<file path="src/shared/ffl_pkg.sv">
package ffl_pkg;

  ////////////////////////////////////////////////////////////////////////////
  // Widths
  localparam int ADDR_W = 16;
  localparam int RD_W   = 16;
  localparam int TRIM_W = 8;
  localparam int ID_W   = 4;
  localparam int FLAG_N = 8;
  localparam int DLY_W  = 16;
  localparam int TRIM_N = 18;

  ////////////////////////////////////////////////////////////////////////////
  // Timing: re-enable delay counts in ticks of one millisecond
  localparam int CLK_PERIOD_NS  = 100;
  localparam int TICK_PERIOD_NS = 1000000;
  localparam int TICK_CYCLES    = TICK_PERIOD_NS / CLK_PERIOD_NS;

  ////////////////////////////////////////////////////////////////////////////
  // Command codes and extended addresses
  localparam logic [ADDR_W-1:0] ADDR_UNLOCK_KEY   = 16'h00D6;
  localparam logic [ADDR_W-1:0] ADDR_MAIN_READING = 16'hFED0;
  localparam logic [ADDR_W-1:0] ADDR_CHA_READING  = 16'hFED1;
  localparam logic [ADDR_W-1:0] ADDR_CHB_READING  = 16'hFED2;

  // Every trim address under the password lock, in index order
  localparam logic [ADDR_W-1:0] TRIM_ADDRS [TRIM_N] = '{
    16'hFE10, 16'hFE11, 16'hFE12, 16'hFE13, 16'hFE14, 16'hFE15,
    16'hFE16, 16'hFE17, 16'hFE1C, 16'hFE1D, 16'hFE6E, 16'hFE73,
    16'hFE74, 16'hFE77, 16'hFE7C, 16'hFE7D, 16'hFE7E, 16'hFE7F};

  // Gain trim slots within the trim array
  localparam logic [4:0] IDX_CHA_GAIN  = 5'h00;
  localparam logic [4:0] IDX_CHB_GAIN  = 5'h01;
  localparam logic [4:0] IDX_MAIN_GAIN = 5'h0A;
  localparam logic [4:0] IDX_NONE      = 5'h1F;

  ////////////////////////////////////////////////////////////////////////////
  // Reset values and key handling
  localparam logic [TRIM_W-1:0] KEY_FACTORY = 8'hFF;
  localparam logic [TRIM_W-1:0] TRIM_RESET  = 8'h80;
  localparam logic [1:0]        KEY_WRITES  = 2'h2;

  // Record layout in the nonvolatile word: {previous, current}
  localparam int CUR_LSB  = 0;
  localparam int PREV_LSB = ID_W;

  ////////////////////////////////////////////////////////////////////////////
  // Supply sequencer states
  typedef enum logic [5:0] {
    ST_OFF   = 6'b000001,
    ST_LOAD  = 6'b000010,
    ST_ON    = 6'b000100,
    ST_STORE = 6'b001000,
    ST_HOLD  = 6'b010000,
    ST_WAIT  = 6'b100000
  } state_t;

endpackage : ffl_pkg

</file>
<file path="src/shared/trim_lock_if.sv">
`timescale 1ns/10ps
interface trim_lock_if;
  logic                      key_wr;
  logic [ffl_pkg::TRIM_W-1:0] key_data;
  logic                      unlocked;

  // Register front end drives key writes
  modport owner (output key_wr, output key_data, input unlocked);
  // Lock keeper judges them
  modport keeper (input key_wr, input key_data, output unlocked);
endinterface : trim_lock_if

</file>
<file path="src/verilog/trim_lock_keeper.sv">
`timescale 1ns/10ps
module trim_lock_keeper (
  // Clock and reset
  input  wire logic    ref_clk,
  input  wire logic    arst_n,
  // Key writes in, unlock state out
  trim_lock_if.keeper  lk
);

  logic [1:0] cnt_q;
  logic [1:0] cnt_d;
  logic       unl_q;
  logic       unl_d;

  ////////////////////////////////////////////////////////////////////////////
  // Count matching key writes; any wrong key relocks at once
  always_comb begin
    cnt_d = cnt_q;
    unl_d = unl_q;
    if (lk.key_wr) begin
      if (lk.key_data == ffl_pkg::KEY_FACTORY) begin // RULE8
        if (cnt_q != ffl_pkg::KEY_WRITES) begin
          cnt_d = cnt_q + 2'h1;
        end
        if (cnt_q + 2'h1 >= ffl_pkg::KEY_WRITES) begin
          unl_d = 1'b1; // RULE7
        end
      end else begin
        cnt_d = 2'h0;
        unl_d = 1'b0;
      end
    end
  end

  // Register only
  always_ff @(posedge ref_clk or negedge arst_n) begin
    if (!arst_n) begin
      cnt_q <= 2'h0;
      unl_q <= 1'b0;
    end else begin
      cnt_q <= cnt_d;
      unl_q <= unl_d;
    end
  end

  assign lk.unlocked = unl_q;
endmodule : trim_lock_keeper

</file>
<file path="src/verilog/first_fault_log_trim_lock.sv">
// What this block does
// RULE1 - Dropping the power-on request turns the supply off.
// RULE2 - At power-on the stored first-fault ID is read back into both record slots.
// RULE3 - A shutdown fault shifts current to previous, records the new ID, then saves it.
// RULE4 - A fault arriving while the supply is already off changes neither record copy.
// RULE5 - Clearing a fault leaves the record alone and other faults still hold the supply off.
// RULE6 - Once all faults clear the supply restarts after the delay with the record unchanged.
// RULE7 - Trim registers stay locked until the key is written correctly twice to command D6.
// RULE8 - The key as shipped is all ones.
// RULE9 - The lock covers every trim address from FE10 through FE7F listed in the map.
// RULE10 - Main and both channel sense inputs each have a gain trim of their own.
// RULE11 - The three sense readings are read back at FED0, FED1 and FED2.
// RULE12 - The host applies 1 V and tunes each gain trim until its reading is 2560. The testbench tunes only the main gain trim.
// RULE13 - Trim writes made while locked are dropped.
`timescale 1ns/10ps
module first_fault_log_trim_lock #(
  parameter int TICK_CYCLES = ffl_pkg::TICK_CYCLES,
  parameter int FLAG_N      = ffl_pkg::FLAG_N
) (
  // Clock and reset
  input  wire logic                         ref_clk,
  input  wire logic                         arst_n,
  // Supply control pins and fault sources
  input  wire logic                         power_on_request,
  input  wire logic [FLAG_N-1:0]            fault_flags,
  input  wire logic [ffl_pkg::DLY_W-1:0]    reenable_delay,
  output logic                              supply_on,
  // Register port
  input  wire logic                         reg_wr,
  input  wire logic                         reg_rd,
  input  wire logic [ffl_pkg::ADDR_W-1:0]   reg_addr,
  input  wire logic [ffl_pkg::TRIM_W-1:0]   reg_wdata,
  output logic [ffl_pkg::RD_W-1:0]          reg_rdata,
  output logic                              reg_rvalid,
  // Converter readings
  input  wire logic [ffl_pkg::RD_W-1:0]     main_sense_value,
  input  wire logic [ffl_pkg::RD_W-1:0]     chan_a_sense_value,
  input  wire logic [ffl_pkg::RD_W-1:0]     chan_b_sense_value,
  // Nonvolatile record port
  output logic                              nvm_rd_req,
  output logic                              nvm_wr_req,
  output logic [2*ffl_pkg::ID_W-1:0]        nvm_wdata,
  input  wire logic [2*ffl_pkg::ID_W-1:0]   nvm_rdata,
  input  wire logic                         nvm_ack,
  // Record and trim state
  output logic [ffl_pkg::ID_W-1:0]          fault_cur_id,
  output logic [ffl_pkg::ID_W-1:0]          fault_prev_id,
  output logic [ffl_pkg::TRIM_W-1:0]        main_gain_trim,
  output logic [ffl_pkg::TRIM_W-1:0]        chan_a_gain_trim,
  output logic [ffl_pkg::TRIM_W-1:0]        chan_b_gain_trim,
  output logic                              trim_unlocked
);

  localparam int IW = ffl_pkg::ID_W;
  localparam int TW = ffl_pkg::TRIM_W;
  localparam int TC = (TICK_CYCLES < 1) ? 1 : TICK_CYCLES;

  ////////////////////////////////////////////////////////////////////////////
  // Functions

  // Lowest set flag wins; its ID is the bit index plus one, zero if none
  function automatic logic [IW-1:0] first_flag(input logic [FLAG_N-1:0] f);
    logic [IW-1:0] id;
    id = '0;
    for (int i = FLAG_N - 1; i >= 0; i--) begin
      if (f[i]) begin
        id = IW'(i + 1);
      end
    end
    return id;
  endfunction : first_flag

  // Map an address to its trim slot, IDX_NONE when it is no trim
  function automatic logic [4:0] trim_index(input logic [ffl_pkg::ADDR_W-1:0] a);
    logic [4:0] idx;
    idx = ffl_pkg::IDX_NONE;
    for (int i = 0; i < ffl_pkg::TRIM_N; i++) begin
      if (a == ffl_pkg::TRIM_ADDRS[i]) begin
        idx = 5'(i);
      end
    end
    return idx;
  endfunction : trim_index

  ////////////////////////////////////////////////////////////////////////////
  // Pin synchronisers; only the second stage feeds logic
  logic              pon_m;
  logic              pon_s;
  logic [FLAG_N-1:0] flt_m;
  logic [FLAG_N-1:0] flt_s;

  always_ff @(posedge ref_clk or negedge arst_n) begin
    if (!arst_n) begin
      pon_m <= 1'b0;
      pon_s <= 1'b0;
      flt_m <= '0;
      flt_s <= '0;
    end else begin
      pon_m <= power_on_request;
      pon_s <= pon_m;
      flt_m <= fault_flags;
      flt_s <= flt_m;
    end
  end

  logic          any_fault;
  logic [IW-1:0] new_id;

  assign any_fault = |flt_s;
  assign new_id    = first_flag(flt_s);

  ////////////////////////////////////////////////////////////////////////////
  // Millisecond tick divider, free running so the delay unit is stable
  logic [31:0] tick_cnt_q;
  logic [31:0] tick_cnt_d;
  logic        tick;

  always_comb begin
    tick       = (tick_cnt_q == 32'(TC - 1));
    tick_cnt_d = tick ? 32'h0 : tick_cnt_q + 32'h1;
  end

  always_ff @(posedge ref_clk or negedge arst_n) begin
    if (!arst_n) begin
      tick_cnt_q <= 32'h0;
    end else begin
      tick_cnt_q <= tick_cnt_d;
    end
  end

  ////////////////////////////////////////////////////////////////////////////
  // Supply sequencer and first-fault record
  ffl_pkg::state_t          st_q;
  ffl_pkg::state_t          st_d;
  logic [IW-1:0]            cur_q;
  logic [IW-1:0]            cur_d;
  logic [IW-1:0]            prev_q;
  logic [IW-1:0]            prev_d;
  logic [ffl_pkg::DLY_W-1:0] dly_q;
  logic [ffl_pkg::DLY_W-1:0] dly_d;
  logic                     on_d;
  logic                     rdq_d;
  logic                     wrq_d;
  logic [2*IW-1:0]          wdat_d;

  always_comb begin
    st_d   = st_q;
    cur_d  = cur_q;
    prev_d = prev_q;
    dly_d  = dly_q;
    rdq_d  = 1'b0;
    wrq_d  = 1'b0;
    wdat_d = nvm_wdata;
    if (tick && dly_q != '0) begin
      dly_d = dly_q - {{(ffl_pkg::DLY_W-1){1'b0}}, 1'b1};
    end
    case (st_q)
      ffl_pkg::ST_OFF: begin
        if (pon_s) begin
          st_d  = ffl_pkg::ST_LOAD;
          rdq_d = 1'b1;
        end
      end
      ffl_pkg::ST_LOAD: begin
        if (nvm_ack) begin
          cur_d  = nvm_rdata[ffl_pkg::CUR_LSB +: IW]; // RULE2
          prev_d = nvm_rdata[ffl_pkg::CUR_LSB +: IW]; // RULE2
          st_d   = ffl_pkg::ST_ON;
        end else begin
          rdq_d = 1'b1;
        end
      end
      ffl_pkg::ST_ON: begin
        if (any_fault) begin
          prev_d = cur_q; // RULE3
          cur_d  = new_id; // RULE3
          wdat_d = {cur_q, new_id}; // RULE3
          wrq_d  = 1'b1;
          st_d   = ffl_pkg::ST_STORE;
        end
      end
      ffl_pkg::ST_STORE: begin
        // Finish the save even if the request drops meanwhile
        if (nvm_ack) begin
          st_d = ffl_pkg::ST_HOLD;
        end else begin
          wrq_d = 1'b1;
        end
      end
      ffl_pkg::ST_HOLD: begin
        if (!any_fault) begin // RULE5
          st_d  = ffl_pkg::ST_WAIT;
          dly_d = reenable_delay;
        end
      end
      ffl_pkg::ST_WAIT: begin
        if (any_fault) begin
          st_d = ffl_pkg::ST_HOLD; // RULE4
        end else if (dly_q == '0) begin
          st_d = ffl_pkg::ST_ON; // RULE6
        end
      end
      default: begin
        st_d = ffl_pkg::ST_OFF;
      end
    endcase
    if (!pon_s && st_q != ffl_pkg::ST_STORE && st_d != ffl_pkg::ST_STORE) begin
      st_d  = ffl_pkg::ST_OFF; // RULE1
      rdq_d = 1'b0;
    end
    on_d = (st_d == ffl_pkg::ST_ON);
  end

  // Register only
  always_ff @(posedge ref_clk or negedge arst_n) begin
    if (!arst_n) begin
      st_q          <= ffl_pkg::ST_OFF;
      cur_q         <= '0;
      prev_q        <= '0;
      dly_q         <= '0;
      supply_on     <= 1'b0;
      nvm_rd_req    <= 1'b0;
      nvm_wr_req    <= 1'b0;
      nvm_wdata     <= '0;
    end else begin
      st_q          <= st_d;
      cur_q         <= cur_d;
      prev_q        <= prev_d;
      dly_q         <= dly_d;
      supply_on     <= on_d;
      nvm_rd_req    <= rdq_d;
      nvm_wr_req    <= wrq_d;
      nvm_wdata     <= wdat_d;
    end
  end

  assign fault_cur_id  = cur_q;
  assign fault_prev_id = prev_q;

  ////////////////////////////////////////////////////////////////////////////
  // Trim lock keeper
  trim_lock_if lk ();

  assign lk.key_wr   = reg_wr && (reg_addr == ffl_pkg::ADDR_UNLOCK_KEY);
  assign lk.key_data = reg_wdata;
  assign trim_unlocked = lk.unlocked;

  trim_lock_keeper u_lock (
    .ref_clk (ref_clk),
    .arst_n  (arst_n),
    .lk      (lk.keeper)
  );

  ////////////////////////////////////////////////////////////////////////////
  // Trim array and read-back; the key itself reads as zero
  logic [TW-1:0]           trim_q [ffl_pkg::TRIM_N];
  logic [TW-1:0]           trim_d [ffl_pkg::TRIM_N];
  logic [ffl_pkg::RD_W-1:0] rdata_d;
  logic [4:0]              w_idx;
  logic [4:0]              r_idx;

  always_comb begin
    w_idx  = trim_index(reg_addr);
    r_idx  = w_idx;
    trim_d = trim_q;
    // Locked writes are simply dropped, no error shows
    if (reg_wr && lk.unlocked && w_idx != ffl_pkg::IDX_NONE) begin // RULE9 RULE13
      trim_d[w_idx] = reg_wdata; // RULE10
    end
    rdata_d = '0;
    if (r_idx != ffl_pkg::IDX_NONE) begin
      rdata_d = {8'h00, trim_q[r_idx]};
    end else if (reg_addr == ffl_pkg::ADDR_MAIN_READING) begin
      rdata_d = main_sense_value; // RULE11
    end else if (reg_addr == ffl_pkg::ADDR_CHA_READING) begin
      rdata_d = chan_a_sense_value; // RULE11
    end else if (reg_addr == ffl_pkg::ADDR_CHB_READING) begin
      rdata_d = chan_b_sense_value; // RULE11
    end
  end

  // Register only
  always_ff @(posedge ref_clk or negedge arst_n) begin
    if (!arst_n) begin
      for (int i = 0; i < ffl_pkg::TRIM_N; i++) begin
        trim_q[i] <= ffl_pkg::TRIM_RESET;
      end
      reg_rdata  <= '0;
      reg_rvalid <= 1'b0;
    end else begin
      trim_q     <= trim_d;
      reg_rdata  <= reg_rd ? rdata_d : '0;
      reg_rvalid <= reg_rd;
    end
  end

  assign main_gain_trim   = trim_q[ffl_pkg::IDX_MAIN_GAIN];
  assign chan_a_gain_trim = trim_q[ffl_pkg::IDX_CHA_GAIN];
  assign chan_b_gain_trim = trim_q[ffl_pkg::IDX_CHB_GAIN];
endmodule : first_fault_log_trim_lock

</file>
<file path="config.mk">
export PLATFORM = sky130hd
export DESIGN_NAME = first_fault_log_trim_lock
export DESIGN_NICKNAME = d
export VERILOG_FILES = /design/src/shared/ffl_pkg.sv /design/src/shared/trim_lock_if.sv /design/src/verilog/trim_lock_keeper.sv /design/src/verilog/first_fault_log_trim_lock.sv
export SDC_FILE = /design/constraint.sdc
export NUM_CORES = 1
export LEC_CHECK = 0
export BUFFER_PORTS_ARGS = -buffer_cell sky130_fd_sc_hd__buf_2
export CORE_MARGIN = 2
export CORE_UTILIZATION = 30
export CTS_CLUSTER_DIAMETER = 60
export DETAILED_ROUTE_END_ITERATION = 8
export PLACE_DENSITY_LB_ADDON = 0.1
export SYNTH_ARGS = -nofsm -noshare
export SYNTH_HDL_FRONTEND = slang
export SYNTH_SLANG_ARGS = --single-unit
</file>
<file path="constraint.sdc">
create_clock -name ref_clk -period 3.3 [get_ports ref_clk]
set_input_delay 0.165 -clock ref_clk [delete_from_list [all_inputs] [get_ports ref_clk]]
set_output_delay 0.165 -clock ref_clk [all_outputs]
set_load 0.05 [all_outputs]
</file>
==> impl_metrics.env <==
export IMPL_outcome="finished clean"
export IMPL_crit_required_ns=3.64
export IMPL_clkPwrFrac_pct=47.1
export IMPL_pwr_share_seq_pct=42.8
export IMPL_design_core_area_sq_um=40600
export IMPL_setup_violations_final=0
export IMPL_synth_xor_area_share_pct=3.56
export IMPL_maxSlewViolCount=0
export IMPL_hold_viol=0
export IMPL_cts_resized_gates=0
export IMPL_route_met3_wl_microns=1330
export IMPL_synthTopCellsByArea="dfrtp_1 48%, mux2_2 13%, dfstp_2 4.1%, mux2i_1 3.8%, nand2_1 3.4%"
export IMPL_powerDensity_nw_per_um2=504
export IMPL_skew_ns=0.0230
export IMPL_internal_power_mw=5.71
export IMPL_muxShareOfSynthArea_pct=17.7
export IMPL_hold_path_class="input pin to flop"
export IMPL_initial_core_util_pct=30.3
export IMPL_tightest_slew_ns=1.10
export IMPL_relSlewSlack_pct=26.8
export IMPL_num_antenna_cells=0
export IMPL_path_class="flop to flop"
export IMPL_cp_max_fo=7
export IMPL_synth_top_family_by_area="multiplexers"
export IMPL_drcViolationCount=0
export IMPL_ys_ff_latch=255
export IMPL_finalCritPeriodShare_pct=86.5
export IMPL_slowest_stage="nor4_2"
export IMPL_grt_max_degree=95
export IMPL_cp_end_kind="flop"
export IMPL_synth_compound_area_share_pct=7.79
export IMPL_ant_nets=0
export IMPL_drt_pass1_iterations=5
export IMPL_dp_hpwl_microns=25300
export IMPL_synthCells=1104
export IMPL_cts_setup_buffers=0
export IMPL_synth_edf_count=0
export IMPL_syn_nets=1217
export IMPL_clock_latency_ns=0.53
export IMPL_grt_pass1_wl_microns=55900
export IMPL_power_switching_mw=2.02
export IMPL_dieArea_sq_um=42700
export IMPL_hold_buffers=46
export IMPL_route_layer_met1_wl_microns=17100
export IMPL_cp_cell_sequence="or4_1 -> nor4_4 -> nand2_1 -> nor4_2 -> nor2b_1 -> xnor2_1 -> a21oi_1"
export IMPL_drv_cap=0
export IMPL_clk_pin_slew_ns=0.06
export IMPL_arrival_ns=3.19
export IMPL_rows=74
export IMPL_synth_simple_area_share_pct=14.9
export IMPL_track_usage_pct=17.2
export IMPL_p_comb_share_pct=10.1
export IMPL_leakage_nw=7.25
export IMPL_max_stage_delay_ns=0.62
export IMPL_worstHoldStart="chan_b_sense_value[1]"
export IMPL_synthAdderAreaFrac_pct=0.305
export IMPL_portBuffers=166
export IMPL_num_vias=9156
export IMPL_dr_first_iter_drc_count=599
export IMPL_fin_tns_setup_ns=0
export IMPL_gp_congestion=0.805
export IMPL_synth_largest_area_cell="dfrtp_1"
export IMPL_overflow=0
export IMPL_synth_area_sq_um=12300
export IMPL_ys_flop_type="dfrtp_1"
export IMPL_yosysTopAreaCellShare_pct=48.0
export IMPL_cts_tree="built"
export IMPL_post_drt_wl_per_cell_microns=19.4
export IMPL_whs_ns=0.00704
export IMPL_swShare_pct=26.2
export IMPL_cts_buffers=34
export IMPL_ys_types=69
export IMPL_routed_wl_met2_microns=17300
export IMPL_fillerInstances=3993
export IMPL_wl_microns=36300
export IMPL_syn_area_per_cell_sq_um=11.2
export IMPL_drive_gt1_share_pct=33.9
export IMPL_ys_warn_count=0
export IMPL_viasPerCell=4.89
export IMPL_io_pins=171
export IMPL_totalPowerFinal_mw=7.73
export IMPL_synthArstFlopShare_pct=100
export IMPL_cts_root_buf="clkbuf_16"
export IMPL_peakVddDrop_mv=0.259
export IMPL_rr_startpoint="tick_cnt_q[22]$_DFF_PN0_"
export IMPL_critPathLaunchType="flop"
export IMPL_rsz0062_at_grt="false"
export IMPL_routed_top_layer="met4"
export IMPL_die_w_microns=207
export IMPL_startpoint="tick_cnt_q[22]$_DFF_PN0_"
export IMPL_layout_nets=1430
export IMPL_clock_sinks=255
export IMPL_clockBufferDepth=3
export IMPL_area_growth_pct=24.5
export IMPL_grt_pass1_vias=9460
export IMPL_fmax_mhz=350
export IMPL_antenna_found_initial=0
export IMPL_fp_dieH_microns=207
export IMPL_yosysSeqAreaShare_pct=52.0
export IMPL_h_tree_depth=2
export IMPL_min_period_ns=2.85
==> worst max-delay path: cells and delay by family (launching register included) <==
| kind | cells | cell delay (ns) |
|---|---|---|
| DFF | 1 | 0.41 |
| xor gates and xnor gates | 1 | 0.13 |
| AOI/OAI and AO/OA | 1 | 0.08 |
| and+or+nand+nor | 5 | 2.06 |
==> area by class of cell <==
class                           count  area, sq um  share of cell area, %
Timing Repair Buffer              252         1640                   10.7
Clock buffer                       52         1030                   6.72
Inverter                           14         52.6                  0.343
Sequential cell                   255         6400                   41.8
Tap cell                          532          666                   4.34
Clock inverter                      8         91.3                  0.596
Multi-Input combinational cell    760         5450                   35.5
==> cells in the final DEF (no fill, tap or decap), types with 5 or more instances in the layout <==
cell	n
a21o_1	6
a21oi_1	50
a221o_1	5
a221oi_1	10
a31oi_1	5
a32o_1	7
and3_1	12
buf_2	165
buf_4	37
clkbuf_1	8
clkbuf_16	35
clkbuf_8	9
dfrtp_1	236
dfstp_2	19
dlygate4sd3_1	46
inv_1	14
mux2_2	141
mux2_4	8
mux2i_1	47
nand2_1	111
nand2b_1	8
nand3_1	35
nand4_1	14
nor2_1	90
nor2_2	13
nor3_1	23
nor4_1	10
o211ai_1	5
o21ai_0	25
o22ai_1	5
or3_1	7
xnor2_1	25
xor2_1	25
==> layer usage <==
metal,vias to the layer above,track usage [%]
li1,4350,-
met1,4619,23.5
met2,142,28.5
met3,45,2.67
met4,0,4.06
met5,-,0
==> synth_stat cells, drive strengths merged, types with 4 or more instances <==
cell type,count
a21o,6
a21oi,50
a221o,5
a221oi,10
a31oi,5
a32o,7
a32oi,4
and2,4
and3,12
buf,47
clkbuf,28
dfrtp,236
dfstp,19
inv,14
mux2,149
mux2i,47
nand2,111
nand2b,8
nand3,36
nand3b,4
nand4,14
nor2,103
nor2b,4
nor3,24
nor4,13
nor4b,4
o211ai,5
o21ai,26
o22ai,5
o31ai,4
or3,7
or4,5
or4b,4
xnor2,25
xor2,25
==> stage by stage <==
| step | std cells | area, sq um | setup WS (ns) | utilization, % |
|---|---|---|---|---|
| 4_1_cts | 1873 | 15300 | 0.422 | 37.7 |
| 6_report | 1873 | 15300 | 0.445 | 37.7 |
| 3_3_place_gp | 1767 | 13800 | 0.0685 | 33.8 |
| 2_1_floorplan | 1104 | 12300 | 0.694 | - |
| 3_5_place_dp | 1767 | 13800 | 0.0404 | 33.8 |
| 5_1_grt | 1873 | 15300 | 0.195 | 37.7 |
==> cell families (layout without fill, tap and decap cells) <==
family                     Yosys count  after routing
and+or+nand+nor                    366            366
DFF                                255            255
muxes                              196            196
AOI/OAI and AO/OA                  145            145
buffers and inverters               89            326
xor gates and xnor gates            50             50
adders and majority gates            3              3
==> sequential cells by signal (all words and copies together) (netlist names), 6 cells and up <==
signal,cells
flt_m,8
st_q,6
reg_rdata,16
main_gain_trim,8
chan_a_gain_trim,8
flt_s,8
nvm_wdata,8
tick_cnt_q,32
dly_q,16
trim_q,120
chan_b_gain_trim,8
==> worst paths after layout <==
| check | endpoint | slack [ns] | depth (start not counted) |
|---|---|---|---|
| max in group asynchronous | trim_q[119]$_DFFE_PN1P_ | 2.04 | 3 |
| worst min register to register | flt_s[3]$_DFF_PN0_ | 0.35 | 0 |
| worst max register to register | dly_q[7]$_DFF_PN0_ | 0.45 | 7 |
| worst max-delay path | dly_q[7]$_DFF_PN0_ | 0.45 | 7 |
| min in group asynchronous | nvm_wdata[7]$_DFFE_PN0P_ | 0.25 | 2 |
| worst min-delay path | reg_rdata[1]$_DFF_PN0_ | 0.007 | 3 |
==> power groups by stage <==
| stage | Sequential [mW] | Combinational [mW] | Clock (mW) |
|---|---|---|---|
| after detailed placement | 3.36 | 0.753 | 0 |
| final | 3.31 | 0.783 | 3.64 |
| after CTS | 3.31 | 0.799 | 3.75 |
| after floorplan | 3.61 | 0.194 | 0 |
| after global placement | 3.36 | 0.748 | 0 |
| after global routing | 3.32 | 0.846 | 3.90 |
Power figures use the tool's default switching activity.
